--- config.mk ---
export PLATFORM = sky130hd
export DESIGN_NAME = sra_host_flat
export DESIGN_NICKNAME = d
export VERILOG_FILES = /design/src/verilog/sra_pkg.sv /design/src/verilog/sra_if.sv /design/src/verilog/sra_host.sv /design/src/flat_wrapper.sv
export VERILOG_INCLUDE_DIRS = /design/src /design/src/verilog
export SDC_FILE = /design/constraint.sdc
export NUM_CORES = 1
export LEC_CHECK = 0
export ABC_AREA = 1
export BUFFER_PORTS_ARGS = -buffer_cell sky130_fd_sc_hd__buf_2
export CORE_ASPECT_RATIO = 0.5
export CORE_UTILIZATION = 45
export CTS_BUF_LIST = sky130_fd_sc_hd__clkbuf_8
export DETAILED_ROUTE_END_ITERATION = 8
export PLACE_DENSITY_LB_ADDON = 0.12
export SETUP_SLACK_MARGIN = 0.1
export SLEW_MARGIN = 15
export SYNTH_ARGS = -nofsm -noshare
export SYNTH_HDL_FRONTEND = slang
export SYNTH_SLANG_ARGS = --single-unit
--- constraint.sdc ---
create_clock -name clk_i -period 3.3 [get_ports clk_i]
set_clock_uncertainty 0.1 [all_clocks]
set_input_delay 0.33 -clock clk_i [delete_from_list [all_inputs] [get_ports clk_i]]
set_output_delay 0.33 -clock clk_i [all_outputs]
set_load 0.02 [all_outputs]
--- src/verilog/sra_params.svh ---
`ifndef SRA_PARAMS_SVH
`define SRA_PARAMS_SVH
// Contract
// - Device is slave only; master makes clock.
// - Output released except while shifting read data.
// - Order bits 3,4 clear: MSB first, else LSB.
// - Polarity zero: clock idles low, pulses high.
// - Phase zero: capture leading, change trailing.
// - Phase one: capture trailing, change next leading.
// - No clock edges needed while deselected.
// - Frame opens with 16-bit control word.
// - Direction 1 read, burst flag 1 burst.
// - LSB mode reverses the 14 address bits.
// - Single write: control word, one byte, deselect.
// - Single read: control word, device returns byte.
// - Burst write stores byte then increments address.
// - Burst address wraps top to zero.
// - Burst read increments and prefetches next byte.
// - Deselect resets serial logic at any time.
// - Incomplete written byte is discarded.
// - Master releases shared line during read data.

// Device register map
`define SRA_ORDER_ADDR 14'h3FFF
`define SRA_ORDER_RST 8'h00
`define SRA_ORDER_BIT_A 3
`define SRA_ORDER_BIT_B 4
`define SRA_CTRL_LAST 4'hF
`define SRA_BYTE_LAST 4'h7

// Timing
`define SRA_CLK_NS 10
`define SRA_SCLK_HALF_NS 100
`define SRA_HALF_CYC ((`SRA_SCLK_HALF_NS + `SRA_CLK_NS - 1) / `SRA_CLK_NS)

// Host buffer
`define SRA_FIFO_W 8
`define SRA_FIFO_D 16

// Host Wishbone map and configuration fields
`define SRA_WB_CFG 8'h00
`define SRA_WB_GO 8'h04
`define SRA_WB_STAT 8'h08
`define SRA_WB_TXD 8'h0C
`define SRA_WB_RXD 8'h10
`define SRA_CFG_RW 14
`define SRA_CFG_BURST 15
`define SRA_CFG_CPOL 16
`define SRA_CFG_CPHA 17
`define SRA_CFG_LSB 18
`define SRA_CFG_CNT_LO 20
`endif

--- src/verilog/sra_pkg.sv ---
package sra_pkg;

  typedef enum logic [4:0] {
    D_IDLE = 5'h01,
    D_CTRL = 5'h02,
    D_WDATA = 5'h04,
    D_RDATA = 5'h08,
    D_DONE = 5'h10
  } sra_dst_t;

  typedef enum logic [6:0] {
    H_IDLE = 7'h01,
    H_LEAD = 7'h02,
    H_LO = 7'h04,
    H_HI = 7'h08,
    H_WAIT = 7'h10,
    H_TAIL = 7'h20,
    H_GAP = 7'h40
  } sra_hst_t;

  function automatic logic [13:0] sra_rev14(input logic [13:0] v);
    logic [13:0] r;
    for (int i = 0; i < 14; i++) r[i] = v[13-i];
    return r;
  endfunction : sra_rev14

  function automatic logic [7:0] sra_rev8(input logic [7:0] v);
    logic [7:0] r;
    for (int i = 0; i < 8; i++) r[i] = v[7-i];
    return r;
  endfunction : sra_rev8

endpackage : sra_pkg

--- src/verilog/sra_if.sv ---
`timescale 1ns/1ns
interface sra_if;
  logic cs_n;
  logic sclk;
  logic sdi;
  logic sdi_oe;
  logic sdo;
  logic sdo_oe;

  modport dev (
    input cs_n,
    input sclk,
    input sdi,
    output sdo,
    output sdo_oe
  );

  modport host (
    output cs_n,
    output sclk,
    output sdi,
    output sdi_oe,
    input sdo
  );
endinterface : sra_if

--- src/verilog/sra_host.sv ---
`timescale 1ns/1ns
`include "sra_params.svh"
module sra_fifo #(
  parameter int W = 8,
  parameter int D = 16
) (
  input wire logic clk_i,
  input wire logic rst_i,
  input wire logic in_valid_i,
  output logic in_ready_o,
  input wire logic [W-1:0] in_data_i,
  output logic out_valid_o,
  input wire logic out_ready_i,
  output logic [W-1:0] out_data_o
);
  localparam int AW = $clog2(D);

  typedef struct packed {
    logic [D-1:0][W-1:0] mem;
    logic [AW-1:0] wp;
    logic [AW-1:0] rp;
    logic [AW:0] cnt;
  } sra_fstate_t;

  sra_fstate_t q;
  sra_fstate_t d;
  logic push;
  logic pop;

  // Pointers wrap at the depth so any depth of two or more works
  always_comb begin
    d = q;
    push = in_valid_i && (q.cnt != (AW+1)'(D));
    pop = out_valid_o && out_ready_i;
    if (push) begin
      d.mem[q.wp] = in_data_i;
      d.wp = (q.wp == AW'(D - 1)) ? '0 : q.wp + 1'b1;
    end
    if (pop) begin
      d.rp = (q.rp == AW'(D - 1)) ? '0 : q.rp + 1'b1;
    end
    d.cnt = q.cnt + (AW+1)'(push) - (AW+1)'(pop);
  end

  always_ff @(posedge clk_i) begin
    if (rst_i) begin
      q <= '0;
    end else begin
      q <= d;
    end
  end

  assign in_ready_o = (q.cnt != (AW+1)'(D));
  assign out_valid_o = (q.cnt != '0);
  assign out_data_o = q.mem[q.rp];
endmodule : sra_fifo

////////////////////////////////////////////////////////////////////////////////

module sra_host import sra_pkg::*; (
  input wire logic clk_i,
  input wire logic rst_i,
  sra_if.host link,
  input wire logic wb_cyc_i,
  input wire logic wb_stb_i,
  input wire logic wb_we_i,
  input wire logic [7:0] wb_adr_i,
  input wire logic [3:0] wb_sel_i,
  input wire logic [31:0] wb_dat_i,
  output logic [31:0] wb_dat_o,
  output logic wb_ack_o
);
  typedef struct packed {
    sra_hst_t st;
    logic [4:0] div;
    logic [3:0] bits;
    logic [4:0] left;
    logic ctl;
    logic rdph;
    logic [15:0] sh;
    logic [7:0] rxsh;
    logic [7:0] rx;
    logic rx_valid;
    logic [2:0] so_s;
    logic so;
    logic cs_n;
    logic sclk;
    logic sdi;
    logic sdi_oe;
    logic go;
    logic ack;
    logic [31:0] dat;
    logic [23:0] cfg;
  } sra_hstate_t;

  localparam sra_hstate_t HOST_RST = '{st: H_IDLE, cs_n: 1'b1, default: '0};

  sra_hstate_t q;
  sra_hstate_t d;
  logic f_in_valid;
  logic f_in_ready;
  logic f_out_valid;
  logic f_out_ready;
  logic [7:0] f_out_data;
  logic req;
  logic wtx;
  logic half_end;
  logic so_nx;
  logic [7:0] rxv;
  logic [7:0] txb;

  sra_fifo #(.W(`SRA_FIFO_W), .D(`SRA_FIFO_D)) i_sra_fifo (
    .clk_i(clk_i),
    .rst_i(rst_i),
    .in_valid_i(f_in_valid),
    .in_ready_o(f_in_ready),
    .in_data_i(wb_dat_i[7:0]),
    .out_valid_o(f_out_valid),
    .out_ready_i(f_out_ready),
    .out_data_o(f_out_data)
  );

  always_comb begin
    d = q;
    f_out_ready = 1'b0;
    // Bus slave: a full queue holds off the ack, so the writer stalls
    req = wb_cyc_i && wb_stb_i && !q.ack;
    wtx = wb_we_i && (wb_adr_i == `SRA_WB_TXD);
    d.ack = req && (!wtx || f_in_ready);
    case (wb_adr_i)
      `SRA_WB_CFG: d.dat = {8'h00, q.cfg};
      `SRA_WB_STAT: d.dat = {28'h0, !f_out_valid, !f_in_ready, q.rx_valid, q.st != H_IDLE};
      `SRA_WB_RXD: d.dat = {24'h0, q.rx};
      default: d.dat = 32'h0;
    endcase
    // Writes and read side effects land on the edge that shows ack
    f_in_valid = q.ack && wb_cyc_i && wb_stb_i && wtx && wb_sel_i[0];
    if (q.ack && wb_we_i && wb_adr_i == `SRA_WB_CFG) begin
      for (int i = 0; i < 3; i++) begin
        if (wb_sel_i[i]) d.cfg[8*i +: 8] = wb_dat_i[8*i +: 8];
      end
    end
    if (q.ack && wb_we_i && wb_adr_i == `SRA_WB_GO && wb_sel_i[0] && wb_dat_i[0]
        && q.st == H_IDLE) begin
      d.go = 1'b1;
    end
    if (q.ack && !wb_we_i && wb_adr_i == `SRA_WB_RXD) d.rx_valid = 1'b0;

    // Link engine; sdo passes three flops before use
    d.so_s = {q.so_s[1:0], link.sdo};
    so_nx = (q.so_s[1] == q.so_s[2]) ? q.so_s[2] : q.so;
    d.so = so_nx;
    half_end = (q.div == 5'(`SRA_HALF_CYC - 1));
    d.div = half_end ? 5'h00 : q.div + 5'h01;
    rxv = q.cfg[`SRA_CFG_CPHA] ? {q.rxsh[6:0], so_nx} : q.rxsh;
    txb = q.cfg[`SRA_CFG_LSB] ? sra_rev8(f_out_data) : f_out_data;
    case (q.st)
      H_IDLE: begin
        d.sclk = q.cfg[`SRA_CFG_CPOL];
        if (q.go) begin
          d.go = 1'b0;
          d.cs_n = 1'b0;
          d.sh = {q.cfg[`SRA_CFG_RW], q.cfg[`SRA_CFG_LSB] ? sra_rev14(q.cfg[13:0])
                  : q.cfg[13:0], q.cfg[`SRA_CFG_BURST]};
          d.ctl = 1'b1;
          d.rdph = 1'b0;
          d.bits = 4'h0;
          d.left = 5'({1'b0, q.cfg[`SRA_CFG_CNT_LO +: 4]}) + 5'h01;
          d.sdi_oe = 1'b1;
          d.sdi = q.cfg[`SRA_CFG_RW];
          d.div = 5'h00;
          d.st = H_LEAD;
        end
      end
      H_LEAD: if (half_end) d.st = H_LO;
      H_LO: if (half_end) begin
        d.sclk = !q.cfg[`SRA_CFG_CPOL];
        if (!q.cfg[`SRA_CFG_CPHA] && q.rdph) d.rxsh = {q.rxsh[6:0], so_nx};
        if (q.cfg[`SRA_CFG_CPHA]) d.sdi = q.sh[15];
        d.st = H_HI;
      end
      H_HI: if (half_end) begin
        d.sclk = q.cfg[`SRA_CFG_CPOL];
        if (q.cfg[`SRA_CFG_CPHA] && q.rdph) d.rxsh = rxv;
        d.sh = {q.sh[14:0], 1'b0};
        if (!q.cfg[`SRA_CFG_CPHA]) d.sdi = q.sh[14];
        d.bits = q.bits + 4'h1;
        d.st = H_LO;
        if (q.bits == (q.ctl ? `SRA_CTRL_LAST : `SRA_BYTE_LAST)) begin
          d.bits = 4'h0;
          d.ctl = 1'b0;
          if (q.rdph) begin
            d.rx = q.cfg[`SRA_CFG_LSB] ? sra_rev8(rxv) : rxv;
            d.rx_valid = 1'b1;
          end
          d.st = (q.left == 5'h00) ? H_TAIL : H_WAIT;
        end
      end
      H_WAIT: begin
        d.div = 5'h00;
        if (!q.cfg[`SRA_CFG_RW]) begin
          // Empty queue parks the clock between bytes
          if (f_out_valid) begin
            f_out_ready = 1'b1;
            d.sh = {txb, 8'h00};
            d.sdi = txb[7];
            d.rdph = 1'b0;
            d.left = q.left - 5'h01;
            d.st = H_LO;
          end
        end else begin
          d.sdi_oe = 1'b0;
          if (!q.rx_valid) begin
            d.rdph = 1'b1;
            d.left = q.left - 5'h01;
            d.st = H_LO;
          end
        end
      end
      H_TAIL: if (half_end) begin
        d.cs_n = 1'b1;
        d.sdi_oe = 1'b0;
        d.st = H_GAP;
      end
      H_GAP: if (half_end) d.st = H_IDLE;
      default: d.st = H_IDLE;
    endcase
  end

  always_ff @(posedge clk_i) begin
    if (rst_i) begin
      q <= HOST_RST;
    end else begin
      q <= d;
    end
  end

  assign link.cs_n = q.cs_n;
  assign link.sclk = q.sclk;
  assign link.sdi = q.sdi;
  assign link.sdi_oe = q.sdi_oe;
  assign wb_dat_o = q.dat;
  assign wb_ack_o = q.ack;
endmodule : sra_host

--- src/flat_wrapper.sv ---
// flat-port wrapper written by rule: the top's interface ports become plain ports
module sra_host_flat import sra_pkg::*;
  (clk_i, rst_i, wb_cyc_i, wb_stb_i, wb_we_i, wb_adr_i, wb_sel_i, wb_dat_i, wb_dat_o, wb_ack_o, link_cs_n, link_sclk, link_sdi, link_sdi_oe, link_sdo);
  sra_if link_i ();
  input wire logic clk_i;
  input wire logic rst_i;
  input wire logic wb_cyc_i;
  input wire logic wb_stb_i;
  input wire logic wb_we_i;
  input wire logic [7:0] wb_adr_i;
  input wire logic [3:0] wb_sel_i;
  input wire logic [31:0] wb_dat_i;
  output logic [31:0] wb_dat_o;
  output logic wb_ack_o;
  output wire logic [$bits(link_i.cs_n)-1:0] link_cs_n;
  output wire logic [$bits(link_i.sclk)-1:0] link_sclk;
  output wire logic [$bits(link_i.sdi)-1:0] link_sdi;
  output wire logic [$bits(link_i.sdi_oe)-1:0] link_sdi_oe;
  input wire logic [$bits(link_i.sdo)-1:0] link_sdo;
  assign link_cs_n = link_i.cs_n;
  assign link_sclk = link_i.sclk;
  assign link_sdi = link_i.sdi;
  assign link_sdi_oe = link_i.sdi_oe;
  assign link_i.sdo = link_sdo;
  sra_host u_core (.clk_i(clk_i), .rst_i(rst_i), .link(link_i), .wb_cyc_i(wb_cyc_i), .wb_stb_i(wb_stb_i), .wb_we_i(wb_we_i), .wb_adr_i(wb_adr_i), .wb_sel_i(wb_sel_i), .wb_dat_i(wb_dat_i), .wb_dat_o(wb_dat_o), .wb_ack_o(wb_ack_o));
endmodule
==> results.yml, run 1 <==
outcome:
  run_status: "complete, but fails checks"
  failing_checks: "DRC"
timing:
  max_clock_freq_mhz: 335
  min_period_over_period_pct: 90.4
  timing_hold_violations_final: 0
  slew-limit-headroom_pct: 35.2
  setup_slack_ns: 0.318
  setup_tns_ns: 0
  worst-slew-pin-transition_ns: 0.965
  timing.final.max_slew_violations: 0
  rsz0062_at_grt: "false"
  setup_viol_count_final: 0
  min_period_ns: 2.98
floorplanning:
  coreArea_um2: 26400
  initial_core_util_pct: 45.9
  die_height_um: 118
  fp.dieW_um: 234
  die-area_um2: 27700
  rows: 42
  io_pins: 87
worst_setup_path:
  required_worst_endpoint_ns: 3.69
  timing_worst_setup_path_type: "flop to flop"
  worstPathArrival_ns: 3.38
  crit-reg2reg-launch: "u_core.i_sra_fifo.q[2]"
  timing.reg2reg.worst_path_depth: 15
  timing.critical_path.fanout_max: 4
  worstSetupStartpointType: "flop"
  timing.reg2reg.setup_slack_ns: 0.32
  type_of_destination_of_the_critical_path: "flop"
  r2r_end: "u_core.i_sra_fifo.q[4]"
place:
  placed_instances: 1996
  pre_cts_slack_ns: 0.228
  dp_hpwl_um: 22100
  finalWeightedCongestion: 0.956
  io_buffers: 69
clock_tree:
  cts_htree_levels: 2
  cts_tree: "done"
  clock_tree.buffer_depth: 3
  numCtsBuffers: 40
  clock_latency_ns: 0.56
  clock-root-buffer: "clkbuf_8"
  post_cts_resize_count: 0
  tritoncts_num_sinks: 255
  cts.reportedPaths.clkPinSlew_ns: 0.07
synthesis:
  synth_edf_count: 0
  synth.ff_latch_count: 255
  combinational_family_with_the_most_area_after_synthesis: "simple AND/OR/NAND/NOR gates"
  ys_seq_area_share_pct: 42.1
  synth.mux.area_fraction_pct: 0
  yosys_warnings: 0
  synth.lib_cells_used.distinct: 47
  yosys.area_share.xor_xnor_pct: 0.867
  synth_simple_gate_area_share_pct: 22.0
  dominantRegCellSynth: "dfxtp_1"
  gate_count_post_synth: 1679
  synthAdderAreaFrac_pct: 1.92
  asyncSetResetFlopFracSynth_pct: 0
  synth_area_per_cell_um2: 7.22
  synth_area_um2: 12100
  compound_cell_area_share_of_the_yosys_netlist_pct: 21.6
run:
  timing.max_cap.violations: 0
power_and_ir_drop:
  power_density_nw_per_um2: 568
  power.static_leakage_uw: 0.00575
  ir_worst_vdd_mv: 0.315
drt:
  detailedRoute.firstIterationViolations: 946
  dr.pass1.iters: 7
  drt-vias-per-instance: 5.29
  number_of_remaining_drc_errors: 12
  vias: 11100
  wire_per_inst_um: 16.3
  antenna_left: 0
  routed_wirelength_um: 34000
global_routing:
  grt_remaining_overflow: 0
  grt_max_degree: 78
  grt_first_pass_wirelength_um: 54300
  first_global_vias: 10400
  grt_antenna_before_repair: 0
  grt_use_total_pct: 24.9
min_path:
  holdCritStartpoint: "wb_dat_i[14]"
  min_to: "u_core.q[14]"
  worst_hold_depth: 3
  min_path_type: "input pin to flop"
finish:
  layout-drive-gt1-share_pct: 11.6
  final_common_cell: "dfxtp_1"
  flow.area_growth_from_synthesis_pct: 10.7
  nFillCells: 2631
  layout_common_cells: "dfxtp_1, o21ai_0, nand2_1"
  final_cells: 2091
  finalNetCount: 1779
-- routing by layer --
| metal | wire length [µm] | share of wire (%) | vias to the layer above | track usage, % |
|---|---|---|---|---|
| met5 | 0 | 0 | - | 0 |
| met4 | 646 | 1.9 | 0 | 6.98 |
| met3 | 1910 | 5.6 | 62 | 4.34 |
| met2 | 15400 | 45 | 288 | 39.5 |
| met1 | 16100 | 47 | 5152 | 34.5 |
| li1 | - | - | 5553 | - |
-- power by group --
group	total [µW]	switching (µW)	internal, µW
clock network	2680	1280	1410
registers	3370	106	3260
logic	1570	1060	508
total	7620	2440	5180
-- worst max-delay path, cell delays in order (launching register included) --
cell and delay, ns:
dfxtp_1 0.34, inv_1 0.07, ha_1 0.21, nand4_1 0.23, nand4_1 0.27, nor2_8 0.20, inv_1 0.10, ha_1 0.28
inv_1 0.04, ha_1 0.19, fa_1 0.41, nand2_1 0.09, a21oi_1 0.06, nor2_1 0.11, o21ai_0 0.08, a21oi_1 0.14
-- synthesized netlist by cell type (4+ instances only) --
| cell | n | area (µm²) |
|---|---|---|
| nor3_1 | 6 | 30.0 |
| buf_1 | 4 | 15.0 |
| a31oi_1 | 12 | 75.1 |
| o22ai_1 | 10 | 62.6 |
| clkbuf_1 | 58 | 218 |
| a211oi_1 | 6 | 45.0 |
| nand2_4 | 4 | 45.0 |
| inv_1 | 181 | 679 |
| nand2_1 | 247 | 927 |
| inv_2 | 6 | 22.5 |
| clkinv_1 | 6 | 22.5 |
| o21ai_0 | 252 | 1260 |
| nor2_4 | 19 | 214 |
| nor2_1 | 148 | 556 |
| ha_1 | 17 | 213 |
| nand4_1 | 13 | 81.3 |
| buf_4 | 47 | 353 |
| a21oi_1 | 191 | 956 |
| nor4_1 | 8 | 50.1 |
| dfxtp_1 | 255 | 5100 |
| o211ai_1 | 12 | 90.1 |
| buf_2 | 15 | 75.1 |
| a21oi_2 | 4 | 35.0 |
| nor2_2 | 4 | 25.0 |
| nand3_1 | 107 | 536 |
| xor2_1 | 9 | 78.8 |
| nand2_2 | 5 | 31.3 |
-- flip-flops by register name, indices dropped and copies added, names as in the netlist --
name and count:
u_core.q 83, u_core.wb_dat_o 24, u_core.link.sdi 1, u_core.link.cs_n 1
u_core.link.sdi_oe 1, u_core.link.sclk 1, u_core.wb_ack_o 1, u_core.d 2
u_core.i_sra_fifo.q 141
-- layout make-up --
cell class                 count  area [µm²]  share of cell area, %
timing repair buffer         108         708                   5.28
tap                          352         440                   3.28
clock inverter                17        71.3                  0.531
clock buffer                  52         716                   5.33
multi-input combinational   1113        5650                   42.1
antenna                        1        2.50                 0.0186
sequential                   255        5110                   38.0
inverter                     193         727                   5.42
-- repair_timing --
item	in CTS	in global routing
hold buffers	23	0
endpoints found under the hold margin	22	0
buffers inserted	0	2
endpoints found under the setup margin	0	1
-- per-stage QoR --
| stage | instance area, µm² | utilization [%] | total power [µW] | hold slack, ns |
|---|---|---|---|---|
| after floorplan | 12200 | - | 4610 | 0.288 |
| after global placement | 12400 | 46.9 | 4920 | 0.298 |
| after detailed placement | 12400 | 46.9 | 4960 | 0.311 |
| after CTS | 13400 | 50.7 | 7680 | 0.00491 |
| after global routing | 13400 | 50.8 | 8070 | 0.0108 |
| final | 13400 | 50.8 | 7620 | 0.0228 |
-- worst max-delay path by stage --
stage / from / endpoint / slack [ns] / depth (start not counted)
after floorplan: u_core.i_sra_fifo.q[2] / u_core.i_sra_fifo.q[4] / 0.61 / 15
after global placement: u_core.i_sra_fifo.q[2] / u_core.i_sra_fifo.q[4] / 0.31 / 15
after detailed placement: u_core.i_sra_fifo.q[2] / u_core.i_sra_fifo.q[4] / 0.23 / 15
after CTS: u_core.i_sra_fifo.q[2] / u_core.i_sra_fifo.q[4] / 0.22 / 15
after global routing: u_core.i_sra_fifo.q[2] / u_core.i_sra_fifo.q[4] / 0.15 / 15
final: u_core.i_sra_fifo.q[2] / u_core.i_sra_fifo.q[4] / 0.32 / 15
-- cells by family (layout without fill, tap and decap cells) --
| kind of cell | count (synthesis) | count (layout) |
|---|---|---|
| AND/OR/NAND/NOR | 576 | 576 |
| AO/OA/AOI/OAI | 499 | 499 |
| buffers and inverters | 318 | 370 |
| flip-flops | 255 | 255 |
| adder cells (fa/ha/maj) | 18 | 18 |
| XOR/XNOR | 12 | 12 |
| other | 1 | 9 |
Power figures use the tool's default switching activity.
==> run 2: changes to the inputs <==
- CTS_BUF_LIST: sky130_fd_sc_hd__clkbuf_8 -> sky130_fd_sc_hd__clkbuf_4 sky130_fd_sc_hd__clkbuf_8 sky130_fd_sc_hd__clkbuf_16
==> run 2 against run 1 <==
The run still ends with DRC left. Highest routed layer unchanged. First-iteration DRC count grew 3.3%. Core utilization shrank 0.33 points. Critical path depth is the same. Global-route usage shrank 0.47 points. Power grew 1.0%.
==> results.yml, run 2 (synthesis gave the netlist of run 1 again) <==
timing:
  min_period_ns: 3.02
  timing_hold_violations_final: 0
  min_period_over_period_pct: 91.4
  rsz0062_at_grt: "false"
  slew-limit-headroom_pct: 35.1
  timing.final.max_slew_violations: 0
  setup_tns_ns: 0
  max_clock_freq_mhz: 331
  worst-slew-pin-transition_ns: 0.967
  setup_viol_count_final: 0
global_routing:
  grt_max_degree: 78
  grt_first_pass_wirelength_um: 53700
  first_global_vias: 10200
  grt_use_total_pct: 24.4
  grt_remaining_overflow: 0
  grt_antenna_before_repair: 0
worst_setup_path:
  timing.critical_path.fanout_max: 4
  type_of_destination_of_the_critical_path: "flop"
  timing.reg2reg.worst_path_depth: 15
  critPathTopFamily: "adder cells"
  worstPathArrival_ns: 3.39
  required_worst_endpoint_ns: 3.67
  crit-reg2reg-launch: "u_core.i_sra_fifo.q[2]"
  worstSetupStartpointType: "flop"
  slowest_delay_ns: 0.41
  crit_path_top_delay_cell: "fa_1"
  path_cells: "inv_1 > ha_1 > nand4_1 > nand4_1 > nor2_8 > inv_1 > ha_1 > inv_1 > ha_1 > fa_1 > nand2_1 > a21oi_1 > nor2_1 > o21ai_0 > a21oi_1"
  cp_num_buf_inv: 3
  timing_worst_setup_path_type: "flop to flop"
  timing.reg2reg.setup_slack_ns: 0.28
  r2r_end: "u_core.i_sra_fifo.q[4]"
finish:
  antenna-diode-count: 0
  layout_common_cells: "dfxtp_1, o21ai_0, nand2_1"
  regMostFlops: "u_core.i_sra_fifo.q"
  final_common_cell: "dfxtp_1"
  largest_register_ffs: 141
  flow.area_growth_from_synthesis_pct: 9.97
  finalNetCount: 1756
  layout-drive-gt1-share_pct: 10.9
power_and_ir_drop:
  pwr-share-seq_pct: 43.7
  clock_power_share_pct: 36.0
  total_switching_power_uw: 2400
  combinationalPowerShare_pct: 20.3
  finalPower_uw: 7700
  netSwitchingFraction_pct: 31.1
  ir_worst_vdd_mv: 0.448
  power_density_nw_per_um2: 577
  power.static_leakage_uw: 0.00567
  power.internal_uw: 5300
floorplanning:
  fp.dieW_um: 234
  rows: 42
  die_height_um: 118
  io_pins: 87
  initial_core_util_pct: 45.9
  die-area_um2: 27700
  coreArea_um2: 26400
min_path:
  min_to: "u_core.q[11]"
  holdCritStartpoint: "wb_dat_i[11]"
  min_path_type: "input pin to flop"
  worst_hold_depth: 3
clock_tree:
  cts_htree_levels: 1
  cts.reportedPaths.clkPinSlew_ns: 0.07
  tritoncts_num_sinks: 255
  clock_latency_ns: 0.54
  numCtsBuffers: 24
  clock-root-buffer: "clkbuf_16"
  cts_tree: "done"
  clock_tree.buffer_depth: 3
drt:
  drt-vias-per-instance: 5.30
  detailedRoute.firstIterationViolations: 977
  wire_per_inst_um: 16.4
  routed_wirelength_um: 33700
  antenna_left: 0
  vias: 10900
  number_of_remaining_drc_errors: 6
  dr.pass1.iters: 7
outcome:
  failing_checks: "DRC"
  run_status: "complete, but fails checks"
place:
  dp_hpwl_um: 22100
  finalWeightedCongestion: 0.956
  io_buffers: 69
run:
  timing.max_cap.violations: 0
run 2: changes by cell type in the layout (fill, tap and decap cells not counted), sizes merged:
cell / change
clkbuf: -17
inv: -11
dlygate4sd3: -7
diode: -1
clkinv: +2
run 2: worst max-delay path by stage:
stage                     depth (start not counted)                    from                      to
after floorplan                                  15  u_core.i_sra_fifo.q[2]  u_core.i_sra_fifo.q[4]
after global placement                           15  u_core.i_sra_fifo.q[2]  u_core.i_sra_fifo.q[4]
after detailed placement                         15  u_core.i_sra_fifo.q[2]  u_core.i_sra_fifo.q[4]
after CTS                                        15  u_core.i_sra_fifo.q[2]  u_core.i_sra_fifo.q[4]
after global routing                             15  u_core.i_sra_fifo.q[2]  u_core.i_sra_fifo.q[4]
final                                            15  u_core.i_sra_fifo.q[2]  u_core.i_sra_fifo.q[4]
run 2: layer usage:
metal / global-route usage, % / wire length (µm)
met5: 0 / 0
met4: 5.32 / 587
met3: 3.37 / 1780
met2: 39.0 / 15300
met1: 34.8 / 16100
run 2: cell type report:
| type | instances | area (µm²) |
|---|---|---|
| Multi-Input combinational cell | 1113 | 5650 |
| Inverter | 193 | 727 |
| Timing Repair Buffer | 101 | 638 |
| Sequential cell | 255 | 5110 |
| Clock inverter | 8 | 40.0 |
| Tap cell | 352 | 440 |
| Fill cell | 2610 | 13100 |
| Clock buffer | 35 | 732 |
run 2: worst reg2reg max path, cell delays in order (launching register included):
cell and delay (ns):
dfxtp_1 0.34, inv_1 0.07, ha_1 0.21, nand4_1 0.23, nand4_1 0.27, nor2_8 0.21, inv_1 0.11, ha_1 0.29
inv_1 0.04, ha_1 0.19, fa_1 0.41, nand2_1 0.09, a21oi_1 0.06, nor2_1 0.11, o21ai_0 0.08, a21oi_1 0.14
run 2: timing repair:
| action | 4_1_cts | 5_1_grt |
|---|---|---|
| buffers inserted | 0 | 2 |
| endpoints found under the setup margin | 0 | 1 |
| resized for setup | 0 | 0 |
| hold endpoints to repair | 15 | 0 |
| hold buffers | 16 | 0 |
run 2: stage by stage:
stage | hold WS, ns | instances | setup WS, ns | cell area, µm² | util (%)
3_5_place_dp | 0.311 | 1996 | 0.228 | 12400 | 46.9
6_report | 0.0136 | 2057 | 0.283 | 13300 | 50.5
2_1_floorplan | 0.288 | 1686 | 0.613 | 12200 | -
5_1_grt | 0.0356 | 2057 | 0.142 | 13300 | 50.5
3_3_place_gp | 0.298 | 1996 | 0.311 | 12400 | 46.9
4_1_cts | 0.00575 | 2055 | 0.203 | 13300 | 50.4
run 2: power by group through the flow:
stage                     logic [µW]  clock network (µW)  registers, µW
final                           1560                2770           3370
after global routing            1790                2940           3390
after CTS                       1550                2810           3360
after detailed placement        1530                   0           3430
after global placement          1500                   0           3420
after floorplan                 1190                   0           3410
